**config.mk**
```make
export PLATFORM = sky130hd
export DESIGN_NAME = dacr_regs
export DESIGN_NICKNAME = d
export VERILOG_FILES = /design/src/core/dacr_pkg.sv /design/src/core/dacr_cfg_if.sv /design/src/core/dacr_decode.sv /design/src/core/dacr_regs.sv
export SDC_FILE = /design/constraint.sdc
export NUM_CORES = 1
export LEC_CHECK = 0
export ABC_CLOCK_PERIOD_IN_PS = 7300
export BUFFER_PORTS_ARGS = -buffer_cell sky130_fd_sc_hd__buf_2
export CAP_MARGIN = 10
export CORE_MARGIN = 5
export CORE_UTILIZATION = 35
export CTS_CLUSTER_DIAMETER = 100
export DETAILED_ROUTE_END_ITERATION = 7
export PLACE_DENSITY_LB_ADDON = 0.2
export REMOVE_ABC_BUFFERS = 1
export SLEW_MARGIN = 40
export SYNTH_ARGS = -nofsm -noshare
export SYNTH_HDL_FRONTEND = slang
export SYNTH_HIERARCHICAL = 1
export SYNTH_SLANG_ARGS = --single-unit
```
**constraint.sdc**
```tcl
create_clock -name ref_clk -period 7.3 [get_ports ref_clk]
set_input_delay 1.46 -clock ref_clk [delete_from_list [all_inputs] [get_ports ref_clk]]
set_output_delay 1.46 -clock ref_clk [all_outputs]
set_load 0.02 [all_outputs]
```
**src/core/dacr_pkg.sv**
```systemverilog
`default_nettype none
// ======================================================================
// Shared constants and types of the driver and algorithm config bank.
package dacr_pkg;
  // Bus widths; the byte address is four times the register index.
  localparam int ADDR_W = 10;
  localparam int DATA_W = 32;
  localparam int IDX_W = 8;
  // Register indices as printed; byte address = index * 4.
  localparam logic [7:0] IDX_ALGO_ONE = 8'hA0;
  localparam logic [7:0] IDX_ALGO_TWO = 8'hA2;
  localparam logic [7:0] IDX_GD_TWO = 8'hAE;
  // Field positions of gate_driver_config_two.
  localparam int PARITY_BIT = 31;
  localparam int COMP_EN_BIT = 30;
  localparam int TDLY_MSB = 29;
  localparam int TDLY_LSB = 26;
  localparam int SEQ_OFF_BIT = 24;
  localparam int LIMIT_BIT = 23;
  localparam int VSEL_MSB = 22;
  localparam int VSEL_LSB = 21;
  localparam int REGOFF_BIT = 20;
  localparam int MINON_MSB = 19;
  localparam int MINON_LSB = 17;
  // Reset values of the fields that do not reset to zero.
  localparam logic SEQ_OFF_RST = 1'h1;
  localparam logic [1:0] VSEL_RST = 2'h1;
  // Implemented widths of the algorithm words (bits above read zero).
  localparam int ALGO_ONE_W = 31;
  localparam int ALGO_TWO_W = 10;
  // Clock rate and period.
  localparam int CLK_MHZ = 50;
  localparam int CLK_PERIOD_NS = 1000 / CLK_MHZ;
  // Edge rate codes; codes 0 and 1 are reserved.
  localparam logic [1:0] SLEW_125 = 2'h2;
  localparam logic [1:0] SLEW_200 = 2'h3;
  localparam logic [3:0] TDLY_AUTO = 4'h0;
  localparam logic [2:0] MINON_AUTO = 3'h1;
  // Automatic targets per edge rate; values are arbitrary defaults.
  localparam int AUTO_DLY_125_NS = 1200;
  localparam int AUTO_DLY_200_NS = 800;
  localparam int AUTO_MINON_125_NS = 1000;
  localparam int AUTO_MINON_200_NS = 750;
  // Decode tables in ns, mV and mA.
  localparam int TDLY_NS [16] = '{0, 400, 600, 800, 1000, 1200, 1400, 1600,
                                  1800, 2000, 2200, 2400, 2600, 2800, 3000, 3200};
  localparam int MINON_NS [8] = '{0, 0, 500, 750, 1000, 1250, 1500, 2000};
  localparam int BUCK_MV [4] = '{3300, 5000, 4000, 5700};
  localparam int LIMIT_MA [2] = '{600, 150};
  // Result types.
  typedef logic [7:0] dacr_dly_cyc_type;
  typedef logic [6:0] dacr_minon_cyc_type;
  typedef logic [12:0] dacr_mv_type;
  typedef logic [9:0] dacr_ma_type;
  // Register selected by an address.
  typedef enum logic [1:0] {
    SEL_NONE = 2'b00, SEL_ALGO1 = 2'b01, SEL_ALGO2 = 2'b10, SEL_GD2 = 2'b11
  } dacr_sel_type;
endpackage : dacr_pkg
`default_nettype wire

```
**src/core/dacr_cfg_if.sv**
```systemverilog
`timescale 1ns/1ps
`default_nettype none
// ======================================================================
// Field codes out to the decoder and decoded settings back.
interface dacr_cfg_if;
  logic [3:0] delay_target_code; // Delay target code.
  logic [2:0] min_on_code;       // Low-side minimum on-time code.
  logic [1:0] voltage_code;      // Regulator voltage code.
  logic limit_code;              // Regulator limit select.
  logic [1:0] slew_code;         // Output edge rate code.
  dacr_pkg::dacr_dly_cyc_type delay_cycles;
  dacr_pkg::dacr_minon_cyc_type min_on_cycles;
  dacr_pkg::dacr_mv_type voltage_mv;
  dacr_pkg::dacr_ma_type limit_ma;
  logic slew_reserved;           // Edge rate code is reserved.
  modport regs (output delay_target_code, min_on_code, voltage_code, limit_code,
                slew_code, input delay_cycles, min_on_cycles, voltage_mv,
                limit_ma, slew_reserved);
  modport decode (input delay_target_code, min_on_code, voltage_code, limit_code,
                  slew_code, output delay_cycles, min_on_cycles, voltage_mv,
                  limit_ma, slew_reserved);
endinterface : dacr_cfg_if
`default_nettype wire

```
**src/core/dacr_decode.sv**
```systemverilog
`timescale 1ns/1ps
`default_nettype none
// ======================================================================
// Turns field codes into registered cycle counts, millivolts and mA.
module dacr_decode (
  input wire logic ref_clk,
  input wire logic reset_n,
  dacr_cfg_if.decode cfg
);
  // Least times round up to whole clock cycles.
  function automatic int ns_to_cycles(input int ns);
    ns_to_cycles = (ns + dacr_pkg::CLK_PERIOD_NS - 1) / dacr_pkg::CLK_PERIOD_NS;
  endfunction : ns_to_cycles

  // Reserved edge rates fall back to the slower setting.
  function automatic int auto_pick(input logic [1:0] s, input int f, input int sl);
    auto_pick = (s == dacr_pkg::SLEW_200) ? f : sl;
  endfunction : auto_pick

  // Delay target, with the automatic code following the edge rate.
  always_ff @(posedge ref_clk or negedge reset_n) begin
    if (!reset_n) begin
      cfg.delay_cycles <= '0;
    end else if (cfg.delay_target_code == dacr_pkg::TDLY_AUTO) begin
      cfg.delay_cycles <= dacr_pkg::dacr_dly_cyc_type'(ns_to_cycles(auto_pick(
        cfg.slew_code, dacr_pkg::AUTO_DLY_200_NS, dacr_pkg::AUTO_DLY_125_NS)));
    end else begin
      cfg.delay_cycles <= dacr_pkg::dacr_dly_cyc_type'(
        ns_to_cycles(dacr_pkg::TDLY_NS[cfg.delay_target_code]));
    end
  end

  // Minimum on-time; code zero means no minimum at all.
  always_ff @(posedge ref_clk or negedge reset_n) begin
    if (!reset_n) begin
      cfg.min_on_cycles <= '0;
    end else if (cfg.min_on_code == dacr_pkg::MINON_AUTO) begin
      cfg.min_on_cycles <= dacr_pkg::dacr_minon_cyc_type'(ns_to_cycles(auto_pick(
        cfg.slew_code, dacr_pkg::AUTO_MINON_200_NS, dacr_pkg::AUTO_MINON_125_NS)));
    end else begin
      cfg.min_on_cycles <= dacr_pkg::dacr_minon_cyc_type'(
        ns_to_cycles(dacr_pkg::MINON_NS[cfg.min_on_code]));
    end
  end

  // Regulator voltage, current limit and edge rate check.
  always_ff @(posedge ref_clk or negedge reset_n) begin
    if (!reset_n) begin
      cfg.voltage_mv <= '0;
      cfg.limit_ma <= '0;
      cfg.slew_reserved <= 1'b0;
    end else begin
      cfg.voltage_mv <= dacr_pkg::dacr_mv_type'(dacr_pkg::BUCK_MV[cfg.voltage_code]);
      cfg.limit_ma <= dacr_pkg::dacr_ma_type'(dacr_pkg::LIMIT_MA[cfg.limit_code]);
      cfg.slew_reserved <= (cfg.slew_code != dacr_pkg::SLEW_125) &&
                           (cfg.slew_code != dacr_pkg::SLEW_200);
    end
  end
endmodule : dacr_decode
`default_nettype wire

```
**src/core/dacr_regs.sv**
```systemverilog
// Implementation choice: the address-and-strobe port.
`timescale 1ns/1ps
`default_nettype none
// ======================================================================
// Register bank for the second gate-driver word and the algorithm words.
module dacr_regs (
  input wire logic ref_clk,
  input wire logic reset_n,
  input wire logic [9:0] bus_addr,
  input wire logic [31:0] bus_wr_data,
  input wire logic bus_wr_en,
  input wire logic bus_rd_en,
  output logic [31:0] bus_rd_data,
  input wire logic [1:0] slew_rate_code,
  output logic parity_bit,
  output logic delay_comp_en,
  output logic [7:0] delay_target_cycles,
  output logic [6:0] min_on_cycles,
  output logic regulator_sequencing_off,
  output logic regulator_limit_select,
  output logic [9:0] regulator_limit_ma,
  output logic [12:0] regulator_voltage_mv,
  output logic regulator_off,
  output logic edge_rate_reserved,
  output logic [30:0] algorithm_config_one_bits,
  output logic [9:0] algorithm_config_two_bits
);

  // ======================================================================
  // Storage.

  // Stored fields of gate_driver_config_two.
  logic parity_r;
  logic comp_en_r;
  logic [3:0] tdly_r;
  logic seq_off_r;
  logic limit_r;
  logic [1:0] vsel_r;
  logic regoff_r;
  logic [2:0] minon_r;
  // Writable bits of the two algorithm words.
  logic [dacr_pkg::ALGO_ONE_W-1:0] algo_one_r;
  logic [dacr_pkg::ALGO_TWO_W-1:0] algo_two_r;
  // Registered read answer.
  logic [31:0] rd_data_r;
  logic [31:0] rd_data_nxt;
  // Decoded strobes.
  dacr_pkg::dacr_sel_type sel;
  logic wr_gd2;
  logic wr_algo1;
  logic wr_algo2;

  // Link to the field decoder.
  dacr_cfg_if cfg ();

  // ======================================================================
  // Address decode.

  // Maps a byte address to a register; misaligned addresses map nowhere.
  // Used by both the write and the read path so the two never disagree.
  function automatic dacr_pkg::dacr_sel_type reg_select(
    input logic [9:0] a
  );
    logic [7:0] idx;
    idx = a[9:2];
    reg_select = dacr_pkg::SEL_NONE;
    if (a[1:0] == 2'h0) begin
      if (idx == dacr_pkg::IDX_ALGO_ONE) begin
        reg_select = dacr_pkg::SEL_ALGO1;
      end else if (idx == dacr_pkg::IDX_ALGO_TWO) begin
        reg_select = dacr_pkg::SEL_ALGO2;
      end else if (idx == dacr_pkg::IDX_GD_TWO) begin
        reg_select = dacr_pkg::SEL_GD2;
      end
    end
  endfunction : reg_select

  // Reserved offsets decode to none, so writes there change nothing.
  // reserved offsets ignored
  assign sel = reg_select(bus_addr);
  assign wr_gd2 = bus_wr_en && (sel == dacr_pkg::SEL_GD2);
  assign wr_algo1 = bus_wr_en && (sel == dacr_pkg::SEL_ALGO1);
  assign wr_algo2 = bus_wr_en && (sel == dacr_pkg::SEL_ALGO2);

  // ======================================================================
  // Gate-driver word fields.

  // Parity bit is plain storage; the bank does not check it.
  always_ff @(posedge ref_clk or negedge reset_n) begin
    if (!reset_n) begin
      parity_r <= 1'b0;
    end else if (wr_gd2) begin
      parity_r <= bus_wr_data[dacr_pkg::PARITY_BIT];
    end
  end

  // Compensation enable and its delay target.
  always_ff @(posedge ref_clk or negedge reset_n) begin
    if (!reset_n) begin
      comp_en_r <= 1'b0;
      tdly_r <= 4'h0;
    end else if (wr_gd2) begin
      comp_en_r <= bus_wr_data[dacr_pkg::COMP_EN_BIT];
      tdly_r <= bus_wr_data[dacr_pkg::TDLY_MSB:dacr_pkg::TDLY_LSB];
    end
  end

  // Sequencing off can only be cleared; nothing in the bank sets it
  // again, so only a reset brings it back to one.
  always_ff @(posedge ref_clk or negedge reset_n) begin
    if (!reset_n) begin
      seq_off_r <= dacr_pkg::SEQ_OFF_RST;
    end else if (wr_gd2 && bus_wr_data[dacr_pkg::SEQ_OFF_BIT]) begin
      seq_off_r <= 1'b0;
    end
  end

  // Regulator limit, voltage and off controls.
  always_ff @(posedge ref_clk or negedge reset_n) begin
    if (!reset_n) begin
      limit_r <= 1'b0;
      vsel_r <= dacr_pkg::VSEL_RST;
      regoff_r <= 1'b0;
    end else if (wr_gd2) begin
      limit_r <= bus_wr_data[dacr_pkg::LIMIT_BIT];
      vsel_r <= bus_wr_data[dacr_pkg::VSEL_MSB:dacr_pkg::VSEL_LSB];
      regoff_r <= bus_wr_data[dacr_pkg::REGOFF_BIT];
    end
  end

  // Low-side minimum on-time code.
  always_ff @(posedge ref_clk or negedge reset_n) begin
    if (!reset_n) begin
      minon_r <= 3'h0;
    end else if (wr_gd2) begin
      minon_r <= bus_wr_data[dacr_pkg::MINON_MSB:dacr_pkg::MINON_LSB];
    end
  end

  // ======================================================================
  // Algorithm words.

  // The top bit of the first word is not stored at all, so it reads zero.
  always_ff @(posedge ref_clk or negedge reset_n) begin
    if (!reset_n) begin
      algo_one_r <= '0;
    end else if (wr_algo1) begin
      algo_one_r <= bus_wr_data[dacr_pkg::ALGO_ONE_W-1:0];
    end
  end

  // Only the low bits of the second word are implemented.
  always_ff @(posedge ref_clk or negedge reset_n) begin
    if (!reset_n) begin
      algo_two_r <= '0;
    end else if (wr_algo2) begin
      algo_two_r <= bus_wr_data[dacr_pkg::ALGO_TWO_W-1:0];
    end
  end

  // ======================================================================
  // Read path.

  // Builds the read word; unstored bits stay zero.
  always_comb begin
    rd_data_nxt = '0;
    unique case (sel)
      dacr_pkg::SEL_GD2: begin
        rd_data_nxt[dacr_pkg::PARITY_BIT] = parity_r;
        rd_data_nxt[dacr_pkg::COMP_EN_BIT] = comp_en_r;
        rd_data_nxt[dacr_pkg::TDLY_MSB:dacr_pkg::TDLY_LSB] = tdly_r;
        rd_data_nxt[dacr_pkg::SEQ_OFF_BIT] = seq_off_r;
        rd_data_nxt[dacr_pkg::LIMIT_BIT] = limit_r;
        rd_data_nxt[dacr_pkg::VSEL_MSB:dacr_pkg::VSEL_LSB] = vsel_r;
        rd_data_nxt[dacr_pkg::REGOFF_BIT] = regoff_r;
        rd_data_nxt[dacr_pkg::MINON_MSB:dacr_pkg::MINON_LSB] = minon_r;
      end
      dacr_pkg::SEL_ALGO1: begin
        rd_data_nxt[dacr_pkg::ALGO_ONE_W-1:0] = algo_one_r;
      end
      dacr_pkg::SEL_ALGO2: begin
        rd_data_nxt[dacr_pkg::ALGO_TWO_W-1:0] = algo_two_r;
      end
      dacr_pkg::SEL_NONE: begin
        // Unmapped and reserved offsets answer zero.
        rd_data_nxt = '0;
      end
    endcase
  end

  // Read data stand only in the cycle after the strobe, zero otherwise.
  always_ff @(posedge ref_clk or negedge reset_n) begin
    if (!reset_n) begin
      rd_data_r <= '0;
    end else if (bus_rd_en) begin
      rd_data_r <= rd_data_nxt;
    end else begin
      rd_data_r <= '0;
    end
  end

  // ======================================================================
  // Decoder and outputs.

  // Field codes go to the decoder, which registers its results.
  assign cfg.delay_target_code = tdly_r;
  assign cfg.min_on_code = minon_r;
  assign cfg.voltage_code = vsel_r;
  assign cfg.limit_code = limit_r;
  // The edge rate comes from logic on this clock, so no synchroniser.
  // edge rate feeds decode
  assign cfg.slew_code = slew_rate_code;

  // Decoder instance; one cycle of latency behind the fields.
  dacr_decode i_dacr_decode (
    .ref_clk(ref_clk),
    .reset_n(reset_n),
    .cfg(cfg.decode)
  );

  // Every output below is a flip-flop of this bank or of the decoder.
  assign bus_rd_data = rd_data_r;
  assign parity_bit = parity_r;
  assign delay_comp_en = comp_en_r;
  assign delay_target_cycles = cfg.delay_cycles;
  assign min_on_cycles = cfg.min_on_cycles;
  assign regulator_sequencing_off = seq_off_r;
  assign regulator_limit_select = limit_r;
  assign regulator_limit_ma = cfg.limit_ma;
  assign regulator_voltage_mv = cfg.voltage_mv;
  assign regulator_off = regoff_r;
  assign edge_rate_reserved = cfg.slew_reserved;
  assign algorithm_config_one_bits = algo_one_r;
  assign algorithm_config_two_bits = algo_two_r;
endmodule : dacr_regs
`default_nettype wire

```
# Word level (Yosys, flattened, before mapping)
# Memories as Yosys holds them, arrays and structs flattened.
# Cells that the tools add are included.
# word_totals
register_bits	126
latch_bits	0
mem_bits_rw	0
mem_bits_ro	768
inputBits	48
out_inout_bits	117
elab_cells	80
mem_count	2
# mem_list
memory	depth	word_bits	rd	rd_clocked_by_memory_dff	wr	line	text
(name not given)	16	32	1	0	0	dacr_decode.sv:29	ns_to_cycles(dacr_pkg::TDLY_NS[cfg.delay_target_code]));
(name not given)	8	32	1	0	0	dacr_decode.sv:42	ns_to_cycles(dacr_pkg::MINON_NS[cfg.min_on_code]));
# op_classes
add_sub_neg	8
mul	0
div_mod_pow	4
magnitude_cmp	4
n_eq_ne	10
shift	0
muxes	25
bitwise	4
reduce_logical	7
# op_table
cell	n
$mux W32	5
$add A32 B6 Y32 const B	4
$div A32 B6 Y32 const B	4
$sub A32 B2 Y32 const B	4
$bmux W32 S2	1
$mux W10	3
$mux W13	2
$eq A8 B8 Y1 const B	3
$pmux W10 S2	1
$pmux W8 S2	1
$mux W7	2
$mux W11	1
$pmux W5 S2	1
$mux W9	1
$mux W2	4
$mux W8	1
$eq A2 B2 Y1 const B	3
$ge A5 B5 Y1 const B	1
$logic_and A1 B1 Y1	5
$not A4 Y5	1
$ge A4 B4 Y1 const B	1
$logic_not A4 Y1	1
$ne A2 B2 Y1 const B	2
$not A3 Y4	1
8 further kinds	9

# Longest topological paths before layout
# depth
word_depth	8
mapped_depth	28
ltp_nobuf	26

# By module
# Netlist, hierarchy kept.
# by_module_without_submodules
mod	instances	cells_per_inst	area_each_um2	seq_area_each_um2
dacr_decode	1	606	4489.3	675.6
dacr_regs	1	232	3393.3	2179.6

# Worst setup path after synthesis
# Ideal clock, no wire load.
# synth_timing
kind	register to register
startpoint	register minon_r[1] (netlist: cfg.min_on_code[1])
endpoint	register i_dacr_decode.cfg.min_on_cycles[0]
setup_time_ns	0.137
arrival_time_ns	5.922
required_ns	7.163
path_slack_ns	1.241
path_stages_with_launch	28
n_path_buf	5
synth_period_minus_slack_ns	6.059
path_cell_list	dfrtp_1 -> buf_2 -> inv_1 -> ha_1 -> clkbuf_1 -> mux2_2 -> ha_1 -> o21ai_1 -> a221o_1 -> buf_6 -> or4_1 -> buf_2 -> and4_4 -> or3_1 -> buf_2 -> o2111ai_4 -> a21o_4 -> nand4_4 -> nor3_2 -> xor2_1 -> nor2_1 -> inv_1 -> ha_1 -> o21bai_1 -> a2111oi_0 -> nand4_1 -> o21ai_1 -> o211ai_1
# synth_via
elab_chain_len	8
elab_cells_between_ends	9
classes_between	2 x add/sub; 1 x div; 1 x eq/ne; 3 x mux; 1 x bitwise; 1 x memory
# synth_rtl
element	line	text
from (decl)	dacr_regs.sv:40	logic [2:0] minon_r;
from (signal assigned)	dacr_regs.sv:136	minon_r <= bus_wr_data[dacr_pkg::MINON_MSB:dacr_pkg::MINON_LSB];
$not A3 Y4 (not written as such)	dacr_decode.sv:42	
$mem_v2 Z8 W32	-	
$mux W32 (not written as such) (2 in series)	dacr_decode.sv:42	
$add A32 B6 Y32	dacr_decode.sv:12	ns_to_cycles = (ns + dacr_pkg::CLK_PERIOD_NS - 1) / dacr_pkg::CLK_PERIOD_NS;
$sub A32 B2 Y32	dacr_decode.sv:12	
$div A32 B6 Y32	dacr_decode.sv:12	
$mux W7 *	dacr_decode.sv:37	end else if (cfg.min_on_code == dacr_pkg::MINON_AUTO) begin
to (signal assigned)	dacr_decode.sv:38	cfg.min_on_cycles <= dacr_pkg::dacr_minon_cyc_type'(ns_to_cycles(auto_pick(
to (signal assigned)	dacr_decode.sv:41	cfg.min_on_cycles <= dacr_pkg::dacr_minon_cyc_type'(
to (decl)	dacr_cfg_if.sv:20	slew_code, output delay_cycles, min_on_cycles, voltage_mv,
# Every way passes the cells marked *; elsewhere a longest branch is shown, timed or not. The select of a mux whose other input is x is not followed.
# A chain may end at the register's enable or synchronous reset.

# Worst setup path in the final report
# layout_timing
startpoint	register minon_r[0] (netlist: cfg.min_on_code[0])
endpoint	register i_dacr_decode.cfg.min_on_cycles[0]
# Same word-level chain as after synthesis.

==> qor.csv <==
metric,value,unit
termination of the worst setup path,i_dacr_decode/cfg.min_on_cycles[0]$_DFF_PN0_,
post-layout total power,1.68,mW
power per unit of standard cell area,178,nW/um^2
portion of total power attributed to combinational logic,9.4,%
CP startpoint kind,flip-flop,
clock tree root buffer cell,sky130_fd_sc_hd__clkbuf_16,
diode insertion count for antenna repair,0,
critical path's most frequent cell,sky130_fd_sc_hd__ha_1,
CTS hold repair buffers,0,
fin crit share,92.7,%
number of cells upsized or downsized after cts,0,
worst setup skew after layout,0.00683,ns
FMAX,148,MHz
share of layout cells above drive strength 1,30.0,%
Mapped Avg Cell Area,9.41,um^2
cell class contributing the biggest share of worst-path delay,simple AND/OR/NAND/NOR gates,
number of synthesized flops with an enable pin,0,
post-synthesis instance total,838,
Slew Limit Fails,0,
met3 global-route usage,6.97,%
initial antenna violation count,2,
count of max-cap constraint violations,0,
simple-gate share of the synthesized area,18.7,%
Initial Utilization,35.1,%
switching portion of total power,26.4,%
post-CTS repair timing setup buffer count,0,
first-pass GRT wire length,37.5,mm
end of the worst register-to-register path,i_dacr_decode/cfg.min_on_cycles[0]$_DFF_PN0_,
Least-Margin Pin Slew,0.781,ns
path length in cells of the critical path,24,
Avg WL per Cell,18.2,um
longest individual stage delay on the worst path,0.63,ns
number of DRC markers after the initial detailed-route iteration,456,
Synth Area in Compound Gates,22.8,%
clock power share,51.9,%
count of unique library cells instantiated by Yosys,93,
slew margin rel.,47.9,%
H-tree lvl count,4,
Routed Antenna Nets,0,
total leakage power,4.56,nW
CTS Buffer Depth,2,
CP max-delay cell,sky130_fd_sc_hd__nor4_1,
run status,"complete, no violations",
Net Switching,444,uW
Std-Cell Rows,55,
Detailed Place HPWL,16.8,mm
RD Place Congestion,0.867,
total wire length,23.2,mm
startpoint of the tightest hold check path,regulator_sequencing_off$_DFFE_PN1P_,
TritonCTS clock tree,yes,
combined area of all synthesized cells,7880,um^2
data required time at the worst endpoint,7.58,ns
number of clock buffers inserted by TritonCTS,17,
Vias,7133,
Internal Dissipation,1.24,mW
Post-Route Setup TNS,0,ns
crit path time final,6.77,ns
clock insertion delay at the later pin of the skew report,0.41,ns
Worst Setup End Kind,flip-flop,
post-detailed-route DRC marker count,0,
Critical Path Start,cfg.min_on_code[0]$_DFFE_PN0P_,
gr busiest metal,met2,
CP bufs+invs,2,
fraction of synthesis flops using an asynchronous set or reset pin,100,%
sequential share of power,38.7,%
number of sinks driven by the clock tree,114,
critical register-to-register path startpoint,cfg.min_on_code[0]$_DFFE_PN0P_,
"Clk pin slew, worst setup/hold paths",0.06,ns
fraction of synthesized area in multiplexers,10.2,%
number of top-level pins,165,
maximum number of pins on one net before global-route repair,61,
YS warnings,6,
sequential element share of the synthesized area,36.2,%
remaining global-route overflow,0,
Yosys reg bits,114,
CP Data Arrival Time,7.05,ns
RSZ-0062 raised after global routing,false,
leading register cell type out of synthesis,sky130_fd_sc_hd__dfrtp_1,
final setup violation count,0,
Std-Cell Core Area,22400,um^2
Die W,160,um
Synth Area in Adders,5.33,%
number of nets at the end of the flow,1058,
type of the worst min-delay path,reg2reg,
maximum fanout along the worst path,7,
Die H,160,um
total track usage,17.7,%
met2 Use GR,28.3,%
number of buffers inserted by port buffering,158,
"setup slack, reg-to-reg",0.53,ns
GR met1 Demand/Resource,22.9,%
list of cells traversed by the critical path,inv_1 > ha_1 > and2_1 > or2_2 > nor4_1 > nor2_1 > a31o_2 > ha_1 > nand3b_1 > o22ai_1 > o31ai_1 > o22ai_1 > nand2_1 > or2_1 > nor3_2 > xor2_1 > nor2_1 > inv_1 > ha_1 > o21bai_1 > a2111oi_0 > nand4_1 > o21ai_1 > o211ai_1,
VDD IR-drop max,0.141,mV
kind of critical path,reg2reg,
worst reg-to-reg path cell count,24,
Fin. Hold Viols,0,
die area,25600,um^2
Syn-to-layout area delta,20.0,%
number of global-route vias before repair,7030,
dominant combinational cell family by area after synthesis,compound AO/OA/AOI/OAI gates,
number of detailed-route iterations in the first pass,5,
mean number of vias per cell,5.59,
Synth Area in XOR/XNOR,1.67,%
-- worst min path at each step --
| stage | slack (ns) | depth (start not counted) | to |
|---|---|---|---|
| final | 0.45 | 2 | regulator_sequencing_off$_DFFE_PN1P_ |
| after global routing | 0.48 | 0 | i_dacr_decode/cfg.voltage_mv[12]$_DFF_PN0_ |
| after CTS | 0.45 | 2 | regulator_sequencing_off$_DFFE_PN1P_ |
| after detailed placement | 0.44 | 0 | i_dacr_decode/cfg.limit_ma[7]$_DFF_PN0_ |
| after global placement | 0.44 | 0 | i_dacr_decode/cfg.limit_ma[7]$_DFF_PN0_ |
| after floorplan | 0.43 | 0 | i_dacr_decode/cfg.voltage_mv[12]$_DFF_PN0_ |
-- cell type report --
cell class,count,area [um^2]
timing repair buffer,169,880
clock buffer,17,425
clock inverter,14,178
sequential,114,2860
tap,285,357
fill,2232,13000
multi-input combinational,647,4650
inverter,29,109
-- power groups by stage --
stage	clock, mW	sequential, mW	combinational (mW)
finish	0.874	0.652	0.158
global route	0.921	0.654	0.174
CTS	0.893	0.652	0.158
detailed placement	0	0.664	0.157
global placement	0	0.663	0.158
floorplan	0	0.681	0.0739
-- layer usage --
layer  vias to the layer above  routed length (um)
met5                         -                  34
met4                         4                 214
met3                        25                2220
met2                       284               10400
met1                      3393               10300
li1                       3427                   -
-- sequential cells by signal, summed over array words and instances (netlist names) --
signal                           cells
bus_rd_data                         32
algorithm_config_one_bits           31
algorithm_config_two_bits           10
i_dacr_decode/cfg.delay_cycles       8
i_dacr_decode/cfg.voltage_mv         8
i_dacr_decode/cfg.min_on_cycles      7
cfg.delay_target_code                4
cfg.min_on_code                      3
i_dacr_decode/cfg.limit_ma           3
cfg.voltage_code                     2
delay_comp_en                        1
i_dacr_decode/cfg.slew_reserved      1
parity_bit                           1
regulator_limit_select               1
regulator_off                        1
regulator_sequencing_off             1
-- cell families after synthesis --
family,after synthesis
multiplexers,70
flip-flops,114
XOR/XNOR,15
AO/OA/AOI/OAI,240
buffers and inverters,82
AND/OR/NAND/NOR,281
other,2
adder cells (fa/ha/maj),34
-- synthesized netlist by cell type (11+ instances only) --
library cell | instances | area (um^2)
sky130_fd_sc_hd__dfrtp_1 | 112 | 2800
sky130_fd_sc_hd__nand2_1 | 68 | 255
sky130_fd_sc_hd__nor2_1 | 64 | 240
sky130_fd_sc_hd__mux2_2 | 59 | 664
sky130_fd_sc_hd__a21oi_1 | 33 | 165
sky130_fd_sc_hd__ha_1 | 32 | 400
sky130_fd_sc_hd__inv_1 | 29 | 109
sky130_fd_sc_hd__o21ai_0 | 28 | 140
sky130_fd_sc_hd__a22oi_1 | 24 | 180
sky130_fd_sc_hd__clkbuf_1 | 20 | 75.1
sky130_fd_sc_hd__nand3_1 | 19 | 95.1
sky130_fd_sc_hd__nor3_1 | 19 | 95.1
sky130_fd_sc_hd__a2111oi_0 | 17 | 149
sky130_fd_sc_hd__and3_1 | 17 | 106
sky130_fd_sc_hd__buf_4 | 15 | 113
sky130_fd_sc_hd__nand2b_1 | 15 | 93.8
sky130_fd_sc_hd__a211oi_1 | 14 | 105
sky130_fd_sc_hd__buf_2 | 12 | 60.1
sky130_fd_sc_hd__o31ai_1 | 12 | 90.1
sky130_fd_sc_hd__o211ai_1 | 11 | 82.6
-- worst reg2reg max path, cell delays in order, from the launching register on --
cell,delay [ns]
sky130_fd_sc_hd__dfrtp_1,0.46
sky130_fd_sc_hd__inv_1,0.12
sky130_fd_sc_hd__ha_1,0.39
sky130_fd_sc_hd__and2_1,0.20
sky130_fd_sc_hd__or2_2,0.31
sky130_fd_sc_hd__nor4_1,0.63
sky130_fd_sc_hd__nor2_1,0.08
sky130_fd_sc_hd__a31o_2,0.24
sky130_fd_sc_hd__ha_1,0.28
sky130_fd_sc_hd__nand3b_1,0.18
sky130_fd_sc_hd__o22ai_1,0.46
sky130_fd_sc_hd__o31ai_1,0.27
sky130_fd_sc_hd__o22ai_1,0.37
sky130_fd_sc_hd__nand2_1,0.17
sky130_fd_sc_hd__or2_1,0.33
sky130_fd_sc_hd__nor3_2,0.28
sky130_fd_sc_hd__xor2_1,0.20
sky130_fd_sc_hd__nor2_1,0.24
sky130_fd_sc_hd__inv_1,0.09
sky130_fd_sc_hd__ha_1,0.34
sky130_fd_sc_hd__o21bai_1,0.17
sky130_fd_sc_hd__a2111oi_0,0.40
sky130_fd_sc_hd__nand4_1,0.18
sky130_fd_sc_hd__o21ai_1,0.15
sky130_fd_sc_hd__o211ai_1,0.10
-- layout by cell type (no fill, tap or decap), drive strengths merged, types with 10 or more instances in the layout --
cell type,instances
buf,169
dfrtp,112
nand2,69
nor2,64
mux2,60
a21oi,35
inv,33
o21ai,33
ha,32
a22oi,24
nor3,22
nand3,19
a2111oi,18
and3,17
clkbuf,17
a211oi,16
nand2b,15
o31ai,14
or2,12
o211ai,11
a31oi,11
xnor2,10
-- stage by stage --
| stage | setup slack (ns) | utilization [%] | hold slack, ns | std cells | area [um^2] |
|---|---|---|---|---|---|
| global placement | 0.928 | 39.4 | 0.444 | 1243 | 8840 |
| CTS | 0.620 | 42.1 | 0.455 | 1275 | 9450 |
| floorplan | 1.28 | - | 0.427 | 790 | 7610 |
| finish | 0.530 | 42.2 | 0.454 | 1275 | 9460 |
| detailed placement | 0.639 | 39.4 | 0.445 | 1244 | 8840 |
| global route | 0.00320 | 42.2 | 0.475 | 1275 | 9460 |
Power figures use the tool's default switching activity.
